### config.mk
export PLATFORM = sky130hd
export DESIGN_NAME = dfre_exec
export DESIGN_NICKNAME = d
export VERILOG_FILES = /design/src/design/dfre_pkg.sv /design/src/design/dfre_exec.sv /design/src/design/dfre_decode.sv
export SDC_FILE = /design/constraint.sdc
export NUM_CORES = 1
export LEC_CHECK = 0
export BUFFER_PORTS_ARGS = -buffer_cell sky130_fd_sc_hd__buf_2
export CAP_MARGIN = 15
export CORE_ASPECT_RATIO = 1.5
export CORE_UTILIZATION = 47
export DETAILED_ROUTE_END_ITERATION = 10
export PLACE_DENSITY_LB_ADDON = 0.1
export SLEW_MARGIN = 15
export SYNTH_ARGS = -nofsm -noshare
export SYNTH_HDL_FRONTEND = slang
export SYNTH_SLANG_ARGS = --single-unit
### constraint.sdc
create_clock -name CLK_SYS_I -period 1.7 [get_ports CLK_SYS_I]
set_input_delay 0.255 -clock CLK_SYS_I [delete_from_list [all_inputs] [get_ports CLK_SYS_I]]
set_output_delay 0.255 -clock CLK_SYS_I [all_outputs]
set_load 0.02 [all_outputs]
### src/design/dfre_pkg.sv
// package for the decrement-file-register execution block
// assumes a single 50 MHz core clock and a four-phase instruction cycle
`default_nettype none
package dfre_pkg;
  localparam int unsigned CLK_PERIOD_NS = 20;
  localparam logic [13:0] OP_MASK       = 14'h3f00;
  localparam logic [13:0] OP_MATCH      = 14'h0300;
  localparam int unsigned DEST_BIT      = 7;
  localparam int unsigned ADDR_MSB      = 6;
  localparam logic [7:0]  W_RESET       = 8'h00;
  localparam logic [7:0]  ZERO_BYTE     = 8'h00;
  localparam logic [7:0]  ONE_BYTE      = 8'h01;

  // phase of the instruction cycle
  typedef enum logic [1:0] {
    PH_Q1 = 2'b00,
    PH_Q2 = 2'b01,
    PH_Q3 = 2'b10,
    PH_Q4 = 2'b11
  } dfre_phase_type;

  // decoded instruction fields
  typedef struct packed {
    logic       hit;
    logic       dest_f;
    logic [6:0] addr;
  } dfre_dec_type;

  // file memory write request
  typedef struct packed {
    logic       we;
    logic [6:0] addr;
    logic [7:0] data;
  } dfre_wr_type;
endpackage
`default_nettype wire

### src/design/dfre_exec.sv
// execution of the decrement-file instruction over one four-phase cycle
// assumes the sequencer presents a new word each Q1 and the file memory
// answers a read address with data in the same cycle
`timescale 1ns/1ps
`default_nettype none
module dfre_exec
  import dfre_pkg::*;
(
  // clock and reset
  input  wire logic        CLK_SYS_I,
  input  wire logic        RST_I,
  // from the fetch sequencer
  input  wire logic        INSTR_VALID_I,
  input  wire logic [13:0] INSTR_I,
  // file memory read port
  input  wire logic [7:0]  FILE_RDATA_I,
  output logic      [6:0]  FILE_RADDR_O,
  output logic             FILE_RE_O,
  // file memory write port
  output logic             FILE_WE_O,
  output logic      [6:0]  FILE_WADDR_O,
  output logic      [7:0]  FILE_WDATA_O,
  // accumulator and status
  output logic      [7:0]  W_O,
  output logic             ZERO_FLAG_O,
  output logic             ZERO_WE_O,
  // sequencing
  output logic      [1:0]  PHASE_O,
  output logic             DONE_O
);
  // phase of the four-phase instruction cycle
  dfre_phase_type phase_q, phase_d;
  // decoded word held from q1 until the next q1 ends, read address until the next word is taken; the read strobe stands in q2 only
  dfre_dec_type   dec_w;
  dfre_dec_type   dec_q, dec_d;
  logic           re_q, re_d;
  logic [6:0]     raddr_q, raddr_d;
  // datapath operand and result
  logic [7:0]     opnd_q, opnd_d;
  logic [7:0]     res_q, res_d;
  // destination side: accumulator and file write request
  logic [7:0]     w_q, w_d;
  dfre_wr_type    wr_q, wr_d;
  // status and retire
  logic           z_q, z_d;
  logic           zwe_q, zwe_d;
  logic           done_q, done_d;
  // qualifiers shared by the groups below
  logic           take_w;
  logic           retire_w;

  // opcode decoder, purely combinational on the offered word
  dfre_decode dfre_decode_inst (
    .instr_i (INSTR_I),
    .dec_o   (dec_w)
  );

  // a word is taken only in q1; a foreign word still walks all four phases
  // so the sequencer sees the same cycle length for every word
  assign take_w   = (phase_q == PH_Q1) && INSTR_VALID_I;
  // retire needs a matching word and the last phase
  assign retire_w = (phase_q == PH_Q4) && dec_q.hit;

  // phase sequencing: q1 waits for a word, then q2..q4 follow with no stall
  always_comb begin
    phase_d = phase_q;
    case (phase_q)
      PH_Q1: begin
        // hold q1 until the sequencer offers a word
        if (INSTR_VALID_I) begin
          phase_d = PH_Q2;
        end
      end
      PH_Q2: phase_d = PH_Q3;
      PH_Q3: phase_d = PH_Q4;
      PH_Q4: phase_d = PH_Q1;
      default: phase_d = PH_Q1;
    endcase
  end

  // phase register
  always_ff @(posedge CLK_SYS_I or posedge RST_I) begin
    if (RST_I) begin
      phase_q <= PH_Q1;
    end else begin
      phase_q <= phase_d;
    end
  end

  // decode latch and read request; the strobe stands during q2 only
  // a foreign word raises no strobe, so the file sees no stray read
  always_comb begin
    dec_d   = dec_q;
    re_d    = 1'b0;
    raddr_d = raddr_q;
    if (take_w) begin
      dec_d   = dec_w;
      re_d    = dec_w.hit;
      raddr_d = dec_w.addr;
    end else if (phase_q == PH_Q1) begin
      // idle q1 drops the old word so it can never retire twice
      dec_d = '0;
    end
  end

  // decode registers; the read address holds until the next word is taken
  always_ff @(posedge CLK_SYS_I or posedge RST_I) begin
    if (RST_I) begin
      dec_q   <= '0;
      re_q    <= 1'b0;
      raddr_q <= 7'h00;
    end else begin
      dec_q   <= dec_d;
      re_q    <= re_d;
      raddr_q <= raddr_d;
    end
  end

  // operand capture in q2, decrement in q3
  always_comb begin
    opnd_d = opnd_q;
    res_d  = res_q;
    case (phase_q)
      PH_Q2: begin
        // memory answers in the same cycle as the strobe
        opnd_d = FILE_RDATA_I;
      end
      PH_Q3: begin
        // plain 8-bit subtract wraps 00 to ff; no borrow is kept
        res_d = opnd_q - ONE_BYTE;
      end
      default: begin
        opnd_d = opnd_q;
        res_d  = res_q;
      end
    endcase
  end

  // datapath registers
  always_ff @(posedge CLK_SYS_I or posedge RST_I) begin
    if (RST_I) begin
      opnd_q <= 8'h00;
      res_q  <= 8'h00;
    end else begin
      opnd_q <= opnd_d;
      res_q  <= res_d;
    end
  end

  // destination write in q4; exactly one of the two destinations moves
  always_comb begin
    w_d  = w_q;
    wr_d = '0;
    if (retire_w) begin
      if (dec_q.dest_f) begin
        wr_d.we   = 1'b1;
        wr_d.addr = dec_q.addr;
        wr_d.data = res_q;
      end else begin
        w_d = res_q;
      end
    end
  end

  // destination registers; the write strobe lasts a single cycle
  always_ff @(posedge CLK_SYS_I or posedge RST_I) begin
    if (RST_I) begin
      w_q  <= W_RESET;
      wr_q <= '0;
    end else begin
      w_q  <= w_d;
      wr_q <= wr_d;
    end
  end

  // zero flag and retire pulse; no other status bit is driven from here
  always_comb begin
    z_d    = z_q;
    zwe_d  = 1'b0;
    done_d = 1'b0;
    if (retire_w) begin
      z_d    = (res_q == ZERO_BYTE);
      zwe_d  = 1'b1;
      done_d = 1'b1;
    end
  end

  // status registers
  always_ff @(posedge CLK_SYS_I or posedge RST_I) begin
    if (RST_I) begin
      z_q    <= 1'b0;
      zwe_q  <= 1'b0;
      done_q <= 1'b0;
    end else begin
      z_q    <= z_d;
      zwe_q  <= zwe_d;
      done_q <= done_d;
    end
  end

  // output mapping; every output is a register
  // so the far side never sees decode glitches
  assign FILE_RADDR_O = raddr_q;
  assign FILE_RE_O    = re_q;
  assign FILE_WE_O    = wr_q.we;
  assign FILE_WADDR_O = wr_q.addr;
  assign FILE_WDATA_O = wr_q.data;
  assign W_O          = w_q;
  assign ZERO_FLAG_O  = z_q;
  assign ZERO_WE_O    = zwe_q;
  assign PHASE_O      = phase_q;
  assign DONE_O       = done_q;
endmodule
`default_nettype wire

### src/design/dfre_decode.sv
// combinational decoder for the decrement-file opcode
// assumes the instruction word is stable while it is decoded
`timescale 1ns/1ps
`default_nettype none
module dfre_decode
  import dfre_pkg::*;
(
  // instruction in
  input  wire logic [13:0] instr_i,
  // decoded fields out
  output var dfre_dec_type dec_o
);
  // opcode compare and field split
  always_comb begin
    dec_o.hit    = ((instr_i & OP_MASK) == OP_MATCH);
    dec_o.dest_f = instr_i[DEST_BIT];
    dec_o.addr   = instr_i[ADDR_MSB:0];
  end
endmodule
`default_nettype wire

==> results of run 1 <==
layout make-up:
type                    instances  area, um2  area share
clock buffers                  12      145.1     0.04793
clock inverters                 4      47.55     0.01570
inverters                       8      33.78     0.01116
multi-input cells             106      812.0      0.2682
flip-flops and latches         61       1526      0.5041
well taps                      66      82.58     0.02727
repair buffers                 69      380.4      0.1256
registers in the layout, summed over array words and instances, names as in the netlist:
signal        count
dec_q             9
FILE_WDATA_O      8
FILE_WE_O         1
res_q             8
FILE_WADDR_O      7
FILE_RE_O         1
opnd_q            8
ZERO_FLAG_O       1
PHASE_O           2
W_O               8
FILE_RADDR_O      7
DONE_O            1
repair_timing:
| item | CTS | global route |
|---|---|---|
| hold buffers | 1 | 0 |
| hold endpoints to repair | 21 | 0 |
| buffers inserted | 0 | 0 |
| gates resized for setup | 0 | 0 |
power breakdown:
part | internal, uW | switching (uW)
clock | 712 | 530
sequential | 1850 | 309
combinational | 710 | 753
total | 3270 | 1590
metal layers:
metal,share of wire,vias to the layer above,global-route usage
li1,-,775,-
met5,0,-,0
met3,0.040,9,0.05499
met1,0.43,764,0.2281
met2,0.50,44,0.2877
met4,0.026,0,0.1268
through the flow:
stage / util / cell area (um2) / std cells
2_1_floorplan: - / 2399 / 181
3_3_place_gp: 0.5827 / 2825 / 309
3_5_place_dp: 0.5827 / 2825 / 309
4_1_cts: 0.6245 / 3028 / 326
5_1_grt: 0.6245 / 3028 / 326
6_report: 0.6245 / 3028 / 326
final timing paths:
| path | startpoint | slack (ns) | to | cells past startpoint |
|---|---|---|---|---|
| worst max-delay path | PHASE_O[1]$_DFFE_PP0P_ | 0.14 | W_O[3]$_DFFE_PP0P_ | 4 |
| worst min-delay path | INSTR_I[12] | 0.09 | FILE_RE_O$_DFF_PP0_ | 2 |
| worst max register to register | PHASE_O[1]$_DFFE_PP0P_ | 0.14 | W_O[3]$_DFFE_PP0P_ | 4 |
| worst min register to register | FILE_RADDR_O[4]$_DFFE_PP0P_ | 0.47 | FILE_RADDR_O[4]$_DFFE_PP0P_ | 1 |
| max in group asynchronous | RST_I | 0.66 | res_q[6]$_DFFE_PP0P_ | 4 |
| min in group asynchronous | RST_I | 0.50 | FILE_RADDR_O[1]$_DFFE_PP0P_ | 3 |
critical path: stages (launching register included):
cell and delay [ns]:
dfrtp_1 0.42, ha_1 0.20, and2_0 0.17, nand2_1 0.28, mux2_2 0.37
synthesized netlist by cell type (all sizes together), types with 2 or more instances:
library cell | instances | area (um2)
clkbuf | 5 | 18.77
nor2 | 6 | 22.52
o21ai | 4 | 20.02
nor4 | 3 | 18.77
nand2 | 7 | 26.28
and4b | 2 | 20.02
inv | 8 | 30.03
mux2 | 23 | 259.0
dfrtp | 61 | 1526
xnor2 | 2 | 17.52
a21oi | 7 | 35.03
ha | 6 | 75.07
a31oi | 2 | 12.51
a21o | 7 | 52.55
and2 | 16 | 100.1
nor3 | 2 | 10.01
a211o | 2 | 17.52
and3 | 8 | 50.05
kinds of logic (layout without fill, tap and decap cells):
group / after synthesis / in the layout / synth area share
flip-flops: 61 / 61 / 0.6374
adder cells (fa/ha/maj): 6 / 6 / 0.03135
AND/OR/NAND/NOR: 51 / 51 / 0.1291
AO/OA/AOI/OAI: 24 / 24 / 0.06322
XOR/XNOR: 2 / 2 / 0.007316
buffers and inverters: 14 / 93 / 0.02351
multiplexers: 23 / 23 / 0.1082
==> impl_metrics.tcl, run 1 <==
set metrics [dict create \
    pin_count 62 \
    dr.pass1.iters 4 \
    grt_pass1_wl_um 7224 \
    area_growth_pct 26.44 \
    maxCapViolCount 0 \
    tightest_slew_ns 0.4903 \
    syn_inst 181 \
    start_util 0.4939 \
    syn-cell-area_um2 2395 \
    die_area_um2 5391 \
    path_clk_slew_ns 0.06 \
    hold_violations 0 \
    p_leak_uw 0.001655 \
    ir_drop_mv 0.8911 \
    finalSetupViolCount 0 \
    grt_start_max_net_pins 41 \
    portBuffers 61 \
    final.setup.tns_ns 0 \
    fin_nets 286 \
    power.total_uw 4863 \
    slew_headroom 0.6724 \
    die_height_um 89.43 \
    timing.hold.ws_ns 0.09124 \
    viasPerCell 4.883 \
    min_path_type "input pin to register" \
    place_ws_ns 0.1356 \
    layout.cells.most_common_list "dfrtp_1 (61), buf_2 (61), mux2_2 (23), and2_1 (15), clkbuf_8 (10)" \
    n_antenna_cell 0 \
    path_class "register to register" \
    cp_data_arrival_time_ns 1.78 \
    syn-mean-instance-area_um2 13.23 \
    wire_per_inst_um 13.17 \
    antenna_found_initial 0 \
    die_w_um 60.28 \
    clock_path_buffers 2 \
    crit_fanout 8 \
    std_cell_rows 31 \
    clkLatencyLatePin_ns 0.33 \
    num_vias 1592 \
    crit_required_ns 1.92 \
    slew_viol_final 0 \
    ys_warn_count 0 \
    synth_edf_count 0 \
    drc 0 \
    synthArstFlopShare 1.000 \
    postRouteWirelength_um 4293 \
    status "finished, final reports clean" \
    fillers 406 \
    endpoint_kind "register" \
    tritoncts "yes" \
    grt-ovfl-total 0 \
    clock_sinks 61 \
    drt_iter0_markers 52 \
    coreArea_um2 4848 \
    ant_nets 0 \
    ys_seq_area_frac 0.6374 \
    fin_worst_skew_ns 0.008059 \
    power_density_nw_per_um2 1606 \
    worstSetupStartpointType "register" \
    period_share 0.9166 \
    ys.flop_type "dfrtp_1" \
    syn_nets 212 \
    fin_ws_ns 0.1418 \
    drive_above_1_share 0.4154 \
    grt_setup_unrepaired "no" \
    synth-seq-cells 61 \
    htree_levels 3 \
    grt_use_total 0.1888 \
    globalplace.congestion 0.7630 \
    cts_root_buffer "clkbuf_8" \
    cts_buffers 9 \
    ys_types 29 \
    fin_crit_ns 1.558 \
    grt_pass1_vias 1581 \
    fmax_ghz 0.6418 \
]
No activity file was read; power rests on OpenSTA's default activity.
==> run 2, diff against run 1 <==
--- a/config.mk
+++ b/config.mk
@@ -9,3 +9,2 @@
 export CAP_MARGIN = 15
-export CORE_ASPECT_RATIO = 1.5
 export CORE_UTILIZATION = 47
==> constraint.sdc (replaced) <==
create_clock -name CLK_SYS_I -period 1.7 [get_ports CLK_SYS_I]
set_input_delay 0.085 -clock CLK_SYS_I [delete_from_list [all_inputs] [get_ports CLK_SYS_I]]
set_output_delay 0.085 -clock CLK_SYS_I [all_outputs]
set_load 0.02 [all_outputs]
==> run 2 against run 1 <==
Critical path type unchanged. First-iteration DRC count is 98% higher. Sequential power hardly changed. Largest power group unchanged. Clock power is 28% higher. Routed wire length is 3.0% higher. Via count is 1.6% higher. Cell count is 2.5% higher. Highest routed layer unchanged. Clock skew is 0.00070 ns lower.
==> impl_metrics.tcl, run 2 (synthesis results as in run 1) <==
set metrics [dict create \
    drt_iter0_markers 103 \
    ir_drop_mv 1.050 \
    die_height_um 73.38 \
    power_frac_clock 0.305 \
    clock_sinks 61 \
    power_density_nw_per_um2 1647 \
    slew_viol_final 0 \
    portBuffers 61 \
    finalSetupViolCount 0 \
    drive_above_1_share 0.4082 \
    max_stage_delay_ns 0.42 \
    r2r_cells 4 \
    dr.pass1.iters 4 \
    clock_path_buffers 2 \
    switching_share 0.3098 \
    path_class "register to register" \
    num_vias 1618 \
    p_leak_uw 0.001713 \
    htree_levels 3 \
    layout.cells.most_common_list "dfrtp_1 (61), buf_2 (61), mux2_2 (23), and2_1 (15)" \
    grt-ovfl-total 0 \
    start_util 0.4971 \
    grt_start_max_net_pins 25 \
    cp_data_arrival_time_ns 1.77 \
    tritoncts "yes" \
    fin_area_um2 3157 \
    die_w_um 73.38 \
    period_share 0.9116 \
    coreArea_um2 4817 \
    crit_cells 4 \
    cts_buffers 9 \
    fin_cells 334 \
    fin_nets 294 \
    n_antenna_cell 0 \
    crit_slowest_cell "dfrtp_1" \
    grt_use_total 0.1838 \
    dpl-instance-area_um2 2795 \
    seqPwrFrac 0.421 \
    globalplace.congestion 0.7703 \
    regMostFlops "dec_q" \
    crit_chain "inv_1 -> ha_2 -> nor2b_1 -> mux2_2" \
    antenna_found_initial 0 \
    grt_setup_unrepaired "no" \
    final.setup.tns_ns 0 \
    fmax_ghz 0.6453 \
    slew_headroom 0.6264 \
    p_switching_uw 1611 \
    dp_cells 308 \
    cp_top_family "flip-flops" \
    pin_count 62 \
    largest_register_ffs 9 \
    path_clk_slew_ns 0.07 \
    fin_worst_skew_ns 0.007356 \
    status "finished, final reports clean" \
    wire_per_inst_um 13.24 \
    cts_root_buffer "clkbuf_8" \
    grt_pass1_wl_um 7182 \
    drc 0 \
    fillers 423 \
    die_area_um2 5385 \
    maxCapViolCount 0 \
    crit_required_ns 1.92 \
    postRouteWirelength_um 4421 \
    worstSetupStartpointType "register" \
    cp_num_buf_inv 1 \
    viasPerCell 4.844 \
    grt_pass1_vias 1495 \
    endpoint_kind "register" \
    crit_fanout 9 \
    ant_nets 0 \
    pwr-share-comb 0.274 \
    fin_crit_ns 1.550 \
    dp.final_hpwl_um 3061 \
    tightest_slew_ns 0.5553 \
    holdPathStages 3 \
    area_growth_pct 31.82 \
    hold_violations 0 \
    internal_power_uw 3588 \
    std_cell_rows 25 \
    min_path_type "input pin to register" \
    clkLatencyLatePin_ns 0.33 \
]
## run 2: changes by cell type in the layout (fill, tap and decap cells not counted), sizes merged
cell         before  now
inv               7    8
clkinv            2    1
clkbuf           12   11
bufinv            1    3
clkinvlp          2    0
buf              68   66
dlygate4sd3       1   11
## run 2: per-stage QoR
step / setup slack, ns / utilization / total power (uW) / hold slack (ns)
finish: 0.1503 / 0.6553 / 5199 / 0.02028
global route: 0.04967 / 0.6553 / 5500 / 0.03073
CTS: 0.09029 / 0.6543 / 5226 / 0.01318
detailed placement: 0.1119 / 0.5803 / 3612 / 0.1259
global placement: 0.1405 / 0.5803 / 3586 / 0.1155
floorplan: 0.1020 / - / 3157 / 0.1550
## run 2: worst paths after layout
kind	startpoint	to	slack, ns
worst max-delay path	PHASE_O[0]$_DFFE_PP0P_	PHASE_O[1]$_DFFE_PP0P_	0.15
worst min-delay path	INSTR_I[13]	FILE_RE_O$_DFF_PP0_	0.02
worst max register to register	PHASE_O[0]$_DFFE_PP0P_	PHASE_O[1]$_DFFE_PP0P_	0.15
worst min register to register	FILE_RADDR_O[2]$_DFFE_PP0P_	FILE_RADDR_O[2]$_DFFE_PP0P_	0.48
max in group asynchronous	RST_I	opnd_q[2]$_DFFE_PP0N_	0.72
min in group asynchronous	RST_I	FILE_WADDR_O[0]$_DFF_PP0_	0.32
## run 2: layer usage
metal | routed length, um | GRT usage | part of all wire | vias to the layer above
li1 | - | - | - | 793
met1 | 2225 | 0.2605 | 0.50 | 771
met2 | 1907 | 0.2623 | 0.43 | 49
met3 | 233 | 0.05761 | 0.053 | 5
met4 | 55 | 0.07692 | 0.012 | 0
met5 | 0 | 0 | 0 | -
## run 2: layout make-up
| class | count | area, um2 | share of cell area |
|---|---|---|---|
| inverters | 8 | 30.03 | 0.009512 |
| repair buffers | 77 | 452.9 | 0.1435 |
| clock inverters | 4 | 95.09 | 0.03012 |
| clock buffers | 11 | 151.4 | 0.04796 |
| well taps | 67 | 83.83 | 0.02656 |
| multi-input cells | 106 | 817.0 | 0.2588 |
| flip-flops and latches | 61 | 1526 | 0.4835 |
## run 2: worst register-to-register path, cell delays in order, from the launching register on
cell and delay, ns:
dfrtp_1 0.42, inv_1 0.14, ha_2 0.26, nor2b_1 0.25, mux2_2 0.36
## run 2: repair_timing
| item | 4_1_cts | 5_1_grt |
|---|---|---|
| endpoints found under the setup margin | 0 | 3 |
| hold buffers | 11 | 0 |
| setup buffers | 0 | 0 |
| hold endpoints to repair | 29 | 0 |
| gates resized for setup | 0 | 2 |
## run 2: power by group through the flow
stage          Combinational (uW)  Sequential [uW]  Clock (uW)
2_1_floorplan                 892             2260           0
6_report                     1430             2190        1590
3_3_place_gp                 1390             2190           0
3_5_place_dp                 1400             2210           0
5_1_grt                      1590             2250        1660
4_1_cts                      1430             2190        1610
==> run 3, diff against run 2 <==
Settings changed: ABC_AREA from default to 1.
==> run 3 against run 2 <==
Routed wire length grew 3.7%. Register-to-register slack better by 0.16 ns. Cell count grew 23%. Worst hold slack better by 0.073 ns. Sequential share of layout area is 0.94 points lower. Critical path type unchanged. Die area increased by 2.6%. Utilization up 0.44 points. Highest routed layer unchanged. Clock power fell by 11%.
==> impl_metrics.tcl, run 3 <==
set metrics [dict create \
    status "finished, final reports clean" \
    min_path_type "input pin to register" \
    largest_register_ffs 9 \
    slew_headroom 0.7134 \
    ys_types 21 \
    syn-mean-instance-area_um2 9.604 \
    drc 0 \
    cts_resized 0 \
    ir_drop_mv 1.088 \
    pin_count 62 \
    std_cell_rows 25 \
    cp_data_arrival_time_ns 1.58 \
    synth-seq-cells 61 \
    clkLatencyLatePin_ns 0.34 \
    grt_use_total 0.1927 \
    r2r_cells 4 \
    fin_worst_skew_ns 0.006237 \
    power_density_nw_per_um2 1552 \
    internal_power_uw 3166 \
    fillers 423 \
    postRouteWirelength_um 4584 \
    syn_nets 287 \
    antenna_found_initial 0 \
    ys_seq_area_frac 0.6209 \
    tightest_slew_ns 0.4299 \
    grt_setup_unrepaired "no" \
    fmax_ghz 0.7217 \
    syn-cell-area_um2 2459 \
    drive_above_1_share 0.2783 \
    area_growth_pct 30.94 \
    grt_pass1_wl_um 7624 \
    dp_cells 379 \
    clock_path_buffers 2 \
    drt_iter0_markers 143 \
    synthArstFlopShare 1.000 \
    power_frac_clock 0.284 \
    endpoint_kind "register" \
    grt-ovfl-total 0 \
    num_vias 1859 \
    postCtsHoldBufs 17 \
    pwr-share-comb 0.303 \
    yosysTopAreaCell "dfrtp_1" \
    synth.most_common_cell "nand2_1" \
    portBuffers 61 \
    grt_pass1_vias 1686 \
    die_height_um 74.33 \
    p_leak_uw 0.001746 \
    maxCapViolCount 0 \
    period_share 0.8151 \
    fin_nets 371 \
    htree_levels 3 \
    p_switching_uw 1831 \
    switching_share 0.3665 \
    final_common_cell "nand2_1" \
    clock_sinks 61 \
    globalplace.congestion 0.7930 \
    finalSetupViolCount 0 \
    layout.cells.most_common_list "nand2_1 (76), dfrtp_1 (61), buf_2 (61), o21ai_0 (27), nor2_1 (25)" \
    synth_top_area_frac 0.6209 \
    crit_fanout 16 \
    ys.flop_type "dfrtp_1" \
    coreArea_um2 4880 \
    wire_per_inst_um 11.13 \
    path_class "register to register" \
    dp.final_hpwl_um 3086 \
    synth_commonest_cells "nand2_1 (76), dfrtp_1 (61), o21ai_0 (27)" \
    viasPerCell 4.512 \
    crit_required_ns 1.90 \
    die_w_um 74.33 \
    final.setup.tns_ns 0 \
    cts_setup_buffers 0 \
    fin_crit_ns 1.386 \
    start_util 0.5038 \
    path_clk_slew_ns 0.06 \
    cts_buffers 9 \
    ys_warn_count 0 \
    worstSetupStartpointType "register" \
    slew_viol_final 0 \
    tritoncts "yes" \
    seqPwrFrac 0.414 \
    ant_nets 0 \
    synth_edf_count 0 \
    synth_area_leaders "dfrtp_1 (62%), nand2_1 (12%), o21ai_0 (5.5%), nor2_1 (3.8%), inv_1 (3.7%)" \
    n_antenna_cell 0 \
    syn_inst 256 \
    die_area_um2 5524 \
    fin_cells 412 \
    regMostFlops "dec_q" \
    hold_violations 0 \
    cts_root_buffer "clkbuf_8" \
    grt_start_max_net_pins 62 \
    holdPathStages 5 \
    dr.pass1.iters 4 \
]
[run 3: cell types whose count changed after synthesis, moves of 6 or more]
cell,delta
and3_1,-8
nand3_1,+6
a21o_1,-7
mux2_2,-23
nor2_1,+19
and2_1,-15
a21oi_1,-6
inv_1,+16
o21ai_0,+23
nand2_1,+69
o21ai_2,+8
[run 3: power by group through the flow]
stage	clock [uW]	sequential [uW]	combinational [uW]
4_1_cts	1450	2070	1530
3_3_place_gp	0	2080	1470
5_1_grt	1510	2120	1750
2_1_floorplan	0	2190	992
6_report	1420	2070	1510
3_5_place_dp	0	2090	1480
[run 3: final timing paths]
path	from	endpoint	slack, ns
max	PHASE_O[0]$_DFFE_PP0P_	dec_q[8]$_DFFE_PP0P_	0.31
min	INSTR_I[8]	FILE_RE_O$_DFF_PP0_	0.09
max reg2reg	PHASE_O[0]$_DFFE_PP0P_	dec_q[8]$_DFFE_PP0P_	0.31
min reg2reg	FILE_RADDR_O[6]$_DFFE_PP0P_	FILE_RADDR_O[6]$_DFFE_PP0P_	0.47
max in group asynchronous	RST_I	res_q[0]$_DFFE_PP0P_	1.11
min in group asynchronous	RST_I	opnd_q[5]$_DFFE_PP0N_	0.34
[run 3: worst max-delay path, cell delays in order, from the launching register on]
cell and delay, ns:
dfrtp_1 0.40, inv_1 0.10, ha_1 0.25, inv_1 0.32
o21ai_0 0.18
[run 3: final cells by class]
class                      count  area [um2]  area share
tap                           67       83.83     0.02604
clock inverter                 7       98.84     0.03070
clock buffer                   9       123.9     0.03848
multi-input combinational    160       779.5      0.2421
sequential                    61        1526      0.4742
inverter                      29       111.4     0.03459
timing repair buffer          79       495.5      0.1539
[run 3: cells by family after synthesis]
kind of cell    Yosys count  share of synthesized area
compound gates           38                    0.09160
buf+inv                  35                    0.06208
fa+ha+maj                 6                    0.03053
simple gates            116                     0.1949
flops                    61                     0.6209
[run 3: through the flow]
| step | instance area [um2] | hold WS (ns) | setup WS [ns] | utilization | total power [uW] |
|---|---|---|---|---|---|
| floorplan | 2459 | 0.2018 | 0.1020 | - | 3179 |
| global placement | 2826 | 0.1659 | 0.3765 | 0.5792 | 3554 |
| detailed placement | 2826 | 0.1688 | 0.3339 | 0.5792 | 3579 |
| CTS | 3219 | 0.09655 | 0.2928 | 0.6597 | 5053 |
| global route | 3219 | 0.1332 | 0.1655 | 0.6597 | 5387 |
| finish | 3219 | 0.09309 | 0.3144 | 0.6597 | 4997 |
[run 3: per-layer routing]
layer  wire, um  share of wire  GRT usage  vias up
met2       2019           0.44     0.2778       58
met3        220          0.048    0.04607       12
met5          0              0          0        -
met4        138          0.030     0.1321        0
met1       2206           0.48     0.2585      818
li1           -              -          -      971
